## config.mk

```make
export PLATFORM = sky130hd
export DESIGN_NAME = ilo_decode
export DESIGN_NICKNAME = d
export VERILOG_FILES = /design/src/verilog/ilo_decode_pkg.sv /design/src/verilog/ilo_decode.sv
export VERILOG_INCLUDE_DIRS = /design/src /design/src/verilog
export SDC_FILE = /design/constraint.sdc
export NUM_CORES = 1
export LEC_CHECK = 0
export ABC_AREA = 1
export ABC_CLOCK_PERIOD_IN_PS = 2500
export BUFFER_PORTS_ARGS = -buffer_cell sky130_fd_sc_hd__buf_2
export CAP_MARGIN = 0
export CORE_MARGIN = 2
export CORE_UTILIZATION = 29
export CTS_CLUSTER_SIZE = 12
export DETAILED_ROUTE_END_ITERATION = 8
export PLACE_DENSITY = 0.55
export SLEW_MARGIN = 20
export SYNTH_ARGS = -nofsm -noshare
export SYNTH_HDL_FRONTEND = slang
export SYNTH_SLANG_ARGS = --single-unit
export TNS_END_PERCENT = 20
```

## constraint.sdc

```tcl
create_clock -name clk_i -period 2.5 [get_ports clk_i]
set_input_delay 0.25 -clock clk_i [delete_from_list [all_inputs] [get_ports clk_i]]
set_output_delay 0.25 -clock clk_i [all_outputs]
set_load 0.02 [all_outputs]
```

## src/verilog/ilo_decode_params.svh

```systemverilog
/*
 * Constants for the indexed literal-offset operand decoder: register map,
 * field positions, opcode patterns and reset values.
 * Assumes inclusion by bare name from the decoder module.
 */
`ifndef ILO_DECODE_PARAMS_SVH
`define ILO_DECODE_PARAMS_SVH

// register byte addresses on the wishbone slave
`define REG_CTRL_ADDR       8'h00
`define REG_FRAME_ADDR      8'h04
`define REG_BANK_ADDR       8'h08
`define REG_ACC_ADDR        8'h0c
`define REG_OPCODE_ADDR     8'h10
`define REG_STATUS_ADDR     8'h14
`define REG_RESULT_ADDR     8'h18
`define REG_DATA_ADDR       8'h1c

// operand field layout of a 16-bit opcode
`define OP_ACCESS_BIT       8
`define OP_DEST_BIT         9
`define OP_BITSEL_LSB       9
`define OP_FILE_MSB         7
`define INDEX_LIMIT         8'h5f
`define ACCESS_SPLIT        8'h60
`define ACCESS_HIGH_BANK    4'hf

// opcode patterns
`define OPC_ADD_HI          6'h09
`define OPC_BSET_HI         4'h8

// reset values
`define CTRL_RESET          1'h0
`define FRAME_RESET         12'h000
`define BANK_RESET          4'h0
`define ACC_RESET           8'h00
`define OPCODE_RESET        16'h0000

// status flag positions: n ov z dc c
`define FLAG_C              0
`define FLAG_DC             1
`define FLAG_Z              2
`define FLAG_OV             3
`define FLAG_N              4

`endif

```

## src/verilog/ilo_decode_pkg.sv

```systemverilog
/*
 * Types shared by the indexed literal-offset operand decoder.
 * Assumes the params header is on the include path.
 */
package ilo_decode_pkg;

   // decoded operand address with how it was formed
   typedef struct packed {
      logic [11:0] addr;
      logic        indexed;
   } operand_addr_type;

   // whole state of the decoder
   typedef struct packed {
      logic        ext_en;
      logic [11:0] frame;
      logic [3:0]  bank;
      logic [7:0]  acc;
      logic [15:0] opcode;
      logic [4:0]  flags;
      logic [11:0] last_addr;
      logic        last_indexed;
      logic [7:0]  result;
      logic [7:0]  data_wr;
      logic        data_we;
      logic [31:0] dat;
      logic        ack;
      logic        busy;
   } state_type;

endpackage

```

## src/verilog/ilo_decode.sv

```systemverilog
/*
 * Indexed literal-offset operand decoder with a small execution slice:
 * decodes the file operand of any byte or bit instruction, and executes the
 * indexed add and indexed bit set forms against a data-memory port.
 * Assumes a classic wishbone master, and a data memory that answers a read
 * combinationally and writes at the clock edge on data_we_o.
 */
`timescale 1ns/1ps
`include "ilo_decode_params.svh"

module ilo_decode
(
   // clock and reset
   input  wire logic        clk_i,
   input  wire logic        rst_i,
   // wishbone slave
   input  wire logic        cyc_i,
   input  wire logic        stb_i,
   input  wire logic        we_i,
   input  wire logic [7:0]  adr_i,
   input  wire logic [3:0]  sel_i,
   input  wire logic [31:0] dat_i,
   output logic      [31:0] dat_o,
   output logic             ack_o,
   // data memory port
   output logic      [11:0] data_addr_o,
   output logic             data_indexed_o,
   input  wire logic [7:0]  data_rd_i,
   output logic      [7:0]  data_wr_o,
   output logic             data_we_o,
   // configuration seen by the core
   output logic             ext_en_o
);

   ilo_decode_pkg::state_type        s_q;
   ilo_decode_pkg::state_type        s_d;
   ilo_decode_pkg::operand_addr_type op_addr;
   logic [7:0]  file_f;
   logic        access_a;
   logic [8:0]  sum9;
   logic [4:0]  low5;
   logic [7:0]  add_res;
   logic [7:0]  bit_res;
   logic [2:0]  bit_sel;
   logic        is_add;
   logic        is_bset;
   logic        acc_hit;
   logic [31:0] rd_mux;

   // operand address decode for whatever opcode is loaded
   always_comb
   begin
      file_f   = s_q.opcode[`OP_FILE_MSB:0];
      access_a = s_q.opcode[`OP_ACCESS_BIT];
      op_addr  = '0;
      if (s_q.ext_en && !access_a && (file_f <= `INDEX_LIMIT))
      begin
         // frame 000h maps offsets onto access low range
         op_addr.addr    = s_q.frame + {4'h0, file_f};
         op_addr.indexed = 1'b1;
      end
      else if (access_a)
      begin
         op_addr.addr = {s_q.bank, file_f};
      end
      else
      begin
         // access bank: low part of bank 0, upper part of the top bank
         op_addr.addr = (file_f < `ACCESS_SPLIT) ? {4'h0, file_f}
                                                 : {`ACCESS_HIGH_BANK, file_f};
      end
   end

   // arithmetic for the add and bit-set forms
   always_comb
   begin
      sum9    = {1'b0, s_q.acc} + {1'b0, data_rd_i};
      low5    = {1'b0, s_q.acc[3:0]} + {1'b0, data_rd_i[3:0]};
      add_res = sum9[7:0];
      bit_sel = s_q.opcode[`OP_BITSEL_LSB+2:`OP_BITSEL_LSB];
      bit_res = data_rd_i | (8'h01 << bit_sel);
      // the mode checks decode both forms regardless of extension
      is_add  = (s_q.opcode[15:10] == `OPC_ADD_HI);
      is_bset = (s_q.opcode[15:12] == `OPC_BSET_HI);
   end

   // register read mux
   always_comb
   begin
      acc_hit = 1'b1;
      rd_mux  = 32'h0000_0000;
      unique case (adr_i)
         `REG_CTRL_ADDR:   rd_mux = {31'h0, s_q.ext_en};
         `REG_FRAME_ADDR:  rd_mux = {20'h0, s_q.frame};
         `REG_BANK_ADDR:   rd_mux = {28'h0, s_q.bank};
         `REG_ACC_ADDR:    rd_mux = {24'h0, s_q.acc};
         `REG_OPCODE_ADDR: rd_mux = {16'h0, s_q.opcode};
         `REG_STATUS_ADDR: rd_mux = {27'h0, s_q.flags};
         `REG_RESULT_ADDR: rd_mux = {19'h0, s_q.last_indexed, s_q.last_addr};
         `REG_DATA_ADDR:   rd_mux = {24'h0, s_q.result};
         default:          acc_hit = 1'b0;
      endcase
   end

   // next state: bus slave, execution, memory write strobe
   always_comb
   begin
      s_d         = s_q;
      s_d.data_we = 1'b0;
      s_d.ack     = 1'b0;
      s_d.busy    = 1'b0;
      // one answer per request; unmapped reads give zero
      if (cyc_i && stb_i && !s_q.ack && !s_q.busy)
      begin
         s_d.ack = 1'b1;
         s_d.dat = acc_hit ? rd_mux : 32'h0000_0000;
         if (we_i && acc_hit)
         begin
            unique case (adr_i)
               `REG_CTRL_ADDR:
                  if (sel_i[0])
                     s_d.ext_en = dat_i[0];
               `REG_FRAME_ADDR:
               begin
                  if (sel_i[0])
                     s_d.frame[7:0] = dat_i[7:0];
                  if (sel_i[1])
                     s_d.frame[11:8] = dat_i[11:8];
               end
               `REG_BANK_ADDR:
                  if (sel_i[0])
                     s_d.bank = dat_i[3:0];
               `REG_ACC_ADDR:
                  if (sel_i[0])
                     s_d.acc = dat_i[7:0];
               `REG_OPCODE_ADDR:
               begin
                  if (sel_i[0])
                     s_d.opcode[7:0] = dat_i[7:0];
                  if (sel_i[1])
                     s_d.opcode[15:8] = dat_i[15:8];
               end
               `REG_STATUS_ADDR:
                  if (sel_i[0])
                     s_d.flags = dat_i[4:0];
               `REG_RESULT_ADDR:
               begin
                  // write here executes the loaded opcode in one cycle
                  s_d.last_addr    = op_addr.addr;
                  s_d.last_indexed = op_addr.indexed;
                  s_d.busy         = 1'b1;
                  if (is_add)
                  begin
                     s_d.result            = add_res;
                     s_d.flags[`FLAG_C]    = sum9[8];
                     s_d.flags[`FLAG_DC]   = low5[4];
                     s_d.flags[`FLAG_Z]    = (add_res == 8'h00);
                     s_d.flags[`FLAG_N]    = add_res[7];
                     s_d.flags[`FLAG_OV]   = (s_q.acc[7] == data_rd_i[7])
                                             && (add_res[7] != s_q.acc[7]);
                     if (s_q.opcode[`OP_DEST_BIT])
                     begin
                        s_d.data_wr = add_res;
                        s_d.data_we = 1'b1;
                     end
                     else
                        s_d.acc = add_res;
                  end
                  else if (is_bset)
                  begin
                     s_d.result  = bit_res;                  // flags kept
                     s_d.data_wr = bit_res;
                     s_d.data_we = 1'b1;
                  end
                  else
                     s_d.result = data_rd_i;
               end
               default:
                  s_d.result = s_q.result;
            endcase
         end
      end
      if (rst_i)
      begin
         s_d        = '0;
         s_d.ext_en = `CTRL_RESET;
         s_d.frame  = `FRAME_RESET;
         s_d.bank   = `BANK_RESET;
         s_d.acc    = `ACC_RESET;
         s_d.opcode = `OPCODE_RESET;
      end
   end

   // all state in one register; reset folded in above
   always_ff @(posedge clk_i)
   begin
      s_q <= s_d;
   end

   // outputs from flops except the decoded operand address; write address latched with its data
   assign dat_o          = s_q.dat;
   assign ack_o          = s_q.ack;
   assign data_addr_o    = s_q.data_we ? s_q.last_addr : op_addr.addr;
   assign data_indexed_o = s_q.data_we ? s_q.last_indexed : op_addr.indexed;
   assign data_wr_o      = s_q.data_wr;
   assign data_we_o      = s_q.data_we;
   assign ext_en_o       = s_q.ext_en;

endmodule

```

Yosys cells after proc, flatten, opt, wreduce, memory -nomap -nowiden
Index checks and enable logic that the tools add are counted.

Flip-flop bits (word level): 110. Output and inout port bits: 56.

Add/subtract/negate cells: 3. $lt $le $gt $ge: 2. Equal/unequal tests: 16. Shift operators: 1. Multiplexer cells: 23. Bitwise operators: 4. Reduce and logical (&&, ||, !) cells: 28.

Operators with widths (number): $pmux 16 s8 (1); $mux 12 (4); $eq 8x5->1 const B (4); $mux 8 (4); $reduce_and 4->1 (6); $mux 9 (2); $mux 17 (1); $eq 8x4->1 const B (2); $logic_not 8->1 (2); $mux 16 (1); $pmux 8 s2 (1); $add 12x8->12 (1); $mux 5 (2); $ne 2x2->1 const B (5); $pmux 5 s2 (1); $reduce_and 5->1 (2); $add 8x8->9 (1); $eq 8x3->1 const B (1); $le 8x7->1 const B (1); $lt 8x7->1 const B (1); $or 8x8->8 (1); $reduce_or 8->1 (1); $shl 1x3->8 const A (1); $logic_and 1x1->1 (7); other kinds (14) (24).

Depth between registers and ports, before layout
Depth after elaboration: 6. Gate-level depth with buffers: 13. Gate-level depth less buffers: 13.

Least setup slack after synthesis
Ideal clock, no wire load.

Kind: flip-flop to output port. Start: register s_q (netlist bit file_f[0]). End: output data_addr_o[8]. Data arrival time: 1809 ps. Data required time: 2250 ps. Slack: 441 ps. Stages on the path, launching flop included: 11. Path buffers: 0. Path through: dfxtp_1 ha_1 inv_1 fa_1 inv_1 nand3_1 nand3_1 nand2_1 nand3_1 nand3_1 a31oi_1.

Longest elaborated chain between the ends: 5.

Ends and longest elaborated chain: start, declared (RTL line ilo_decode.sv:35) `ilo_decode_pkg::state_type s_q;`; start signal, assigned (RTL line ilo_decode.sv:197) `s_q <= s_d;`; $lt 8x7->1 (no source line); $mux 12 (RTL line ilo_decode.sv:69) `` op_addr.addr = (file_f < `ACCESS_SPLIT) ? {4'h0, file_f} ``; $mux 12 (RTL line ilo_decode.sv:62) `else if (access_a)`; $mux 12 * (RTL line ilo_decode.sv:56) `` if (s_q.ext_en && !access_a && (file_f <= `INDEX_LIMIT)) ``; $mux 12 * (RTL line ilo_decode.sv:203) `assign data_addr_o = s_q.data_we ? s_q.last_addr : op_addr.addr;`; end, declared (RTL line ilo_decode.sv:26) `output logic [11:0] data_addr_o,`.

Every way passes the cells marked *; elsewhere a longest branch is shown, timed or not.

Worst setup path after layout
Start: register s_q (netlist bit file_f[0]). End: output data_addr_o[10].

The elaborated chain is that of the path after synthesis.

==> reports/results.txt <==
worst-path cell chain: ha_4 > inv_2 > fa_2 > inv_2 > nand3_1 > nand3_2 > nand2_2 > nand2_2 > nand3_1 > nand3_2 > nand2_1 > nand2_1 > nand2_1 > buf_2
Yosys reg bits: 94
CP Max Fanout: 4
I/O pin count: 113
Synth Cell Area: 0.00599 mm2
die footprint: 0.0218 mm2
largest net degree at the start of global routing: 60
final-report setup violation count: 0
clock root buffer: clkbuf_16
Final ANT Viol Nets: 0
post-layout util: 0.345
status: finished, final reports clean
H-tree levels: 3
Worst slew margin: 0.613
Synth-to-Final Area Change: 16.6%
Max VDD drop: 0.272 mV
Worst path max stage delay: 0.37 ns
Final Non-Filler Cells: 1271
Initial Utilization: 0.296
GPL Wtd Cong: 0.899
Hold Buf Count CTS: 0
Hold Crit Class: input port to flip-flop
min setup slack post-route: 0.0622 ns
drt pass-1 iters: 6
number of DRC markers in iteration 0: 439
CTS buffer count: 9
DR WL/cell: 16.1 um
post-layout minimum cycle time: 2.44 ns
remaining global-route overflow: 0
number of global-route vias before repair: 5743
Crit Path Class: flip-flop to output pin
dpl hpwl: 16100 um
Final nets: 1071
synth unique cells: 40
Post-Route WL: 20500 um
Avg Inst Size Synth: 6.39 um2
pre-CTS WS: 0.212 ns
CP Launch Type: flip-flop
port bufs: 78
CP arrival: 2.19 ns
most frequent CP cell: nand2_1
Worst Tran Pin Value: 0.581 ns
Clock Path Buffers: 2
yosys warns: 0
Inst Count DP: 1252
vias per inst: 4.81
Critical Path End Type: output pin
WHS: 0.149 ns
sequential cell area fraction in the yosys report: 0.314
slowest stage cell, crit path: dfxtp_4
Vias: 6111
Remaining DRCs: 0
CTS Sinks: 94
Die W: 148 um
global-route usage over all layers: 0.189
WP data required: 2.25 ns
Worst-path clk slew: 0.08 ns
worst skew pair latency: 0.37 ns
row count: 52
max cap viols: 0
FMAX: 410 MHz
RSZ-0062 raised after global routing: yes
Final Max Slew Viols: 0
# diodes: 0
Die Y: 148 um
first-pass GRT wire length: 31500 um
Final Hold Viols: 0
clk_skew: 0.0109 ns
Static Leak: 0.00322 uW
setup TNS: 0 ns
Core ar.: 0.0202 mm2
power density cells: 447 mW/mm2
Post-synth EDFFs: 0
initial antenna violation count: 0
Mapped Cells: 938
Post-synth ARST share: 0
ys flop type: dfxtp_1
layout cells sized above 1: 0.175
TritonCTS clock tree: done
fin crit share: 0.975
through the flow:
stage | power, uW | instance area [um2]
after CTS | 3150 | 6830
after global routing | 3230 | 6990
after global placement | 1740 | 6490
after detailed placement | 1740 | 6490
final | 3120 | 6990
after floorplan | 1670 | 6050
metal layers:
metal	wire (um)	share of wire	vias up	track usage
met1	9780	0.48	2827	0.262
met3	1060	0.052	23	0.0383
met2	9290	0.45	152	0.297
met4	336	0.016	0	0.0529
li1	-	-	3109	-
met5	0	0	-	0
path summary, 6_finish.rpt:
path | start | to | slack [ns] | cells past startpoint
min reg2reg | dat_o[4]$_SDFFE_PP0P_ | dat_o[4]$_SDFFE_PP0P_ | 0.46 | 2
min | dat_i[14] | s_q[83]$_SDFFE_PP0P_ | 0.15 | 3
max | file_f[0]$_SDFFE_PP0P_ | data_addr_o[10] | 0.06 | 14
max reg2reg | ack_o$_SDFF_PP0_ | data_wr_o[2]$_SDFFE_PP0P_ | 0.35 | 11
repair_timing:
action,CTS,global route
resized for setup,8,36
buffers inserted,0,3
cloned,0,0
setup endpoints to repair,6,10
hold endpoints to repair,0,0
pin swaps,0,6
cells in the mapped netlist, types with 3 or more instances:
cell type,instances,area (um2)
nor3_1,3,15.0
xor2_1,3,26.3
nand4_1,7,43.8
nand3_1,50,250
nand3_2,5,50.1
a211oi_1,4,30.0
inv_1,101,379
nor2_2,4,25.0
nor2_4,7,78.8
o22ai_1,4,25.0
a21oi_1,78,390
inv_2,6,22.5
o21ai_1,9,45.0
nand2_1,232,871
ha_1,16,200
buf_2,6,30.0
o21ai_0,95,475
o21bai_1,5,37.5
dfxtp_1,94,1880
a22oi_1,3,22.5
buf_4,42,315
nor2_1,119,447
a31oi_1,7,43.8
clkbuf_1,16,60.1
sequential cells by signal, indices dropped and copies added (netlist names):
name	flops
access_a	1
dat_o	16
file_f	8
ack_o	1
ext_en_o	1
s_q	55
data_we_o	1
data_wr_o	8
bit_sel	3
cell usage in the layout, fill, tap and decap left out, drive strengths merged, types with 4 or more instances in the layout:
master | synthesis | layout
nand2 | 235 | 235
nor2 | 131 | 131
inv | 107 | 111
o21ai | 104 | 104
buf | 50 | 98
dfxtp | 94 | 94
a21oi | 79 | 79
nand3 | 57 | 57
conb | 1 | 16
ha | 16 | 16
clkbuf | 16 | 9
nand4 | 7 | 7
a31oi | 7 | 7
o21bai | 5 | 5
a211oi | 4 | 4
o22ai | 4 | 4
kinds of logic after synthesis:
logic type | count (synthesis) | share of synthesized area
xor+xnor | 5 | 0.00731
compound gates | 210 | 0.185
flops | 94 | 0.314
buf+inv | 173 | 0.137
simple gates | 436 | 0.314
fa+ha+maj | 18 | 0.0401
mux | 1 | 0.00167
other cells | 1 | 0.000626
layout make-up:
type,instances,area [um2]
clock buffer,9,225
clock inverter,7,75.1
fill,2245,13200
inverter,107,402
multi-input combinational,686,3490
sequential,94,1900
tap,270,338
timing repair buffer,98,561
power breakdown:
| part | switching [uW] | leakage (uW) | total [uW] | internal, uW |
|---|---|---|---|---|
| combinational | 151 | 0.00231 | 209 | 57.7 |
| clock | 710 | 0.000145 | 1420 | 711 |
| sequential | 0.331 | 0.000762 | 1490 | 1490 |
critical path, delay by kind of cell, from the launching register on:
family	cells	cell delay, ns
adders and majority gates	2	0.52
DFF	1	0.37
and+or+nand+nor	9	0.68
buffers and inverters	3	0.26
No activity file was read; power rests on OpenSTA's default activity.
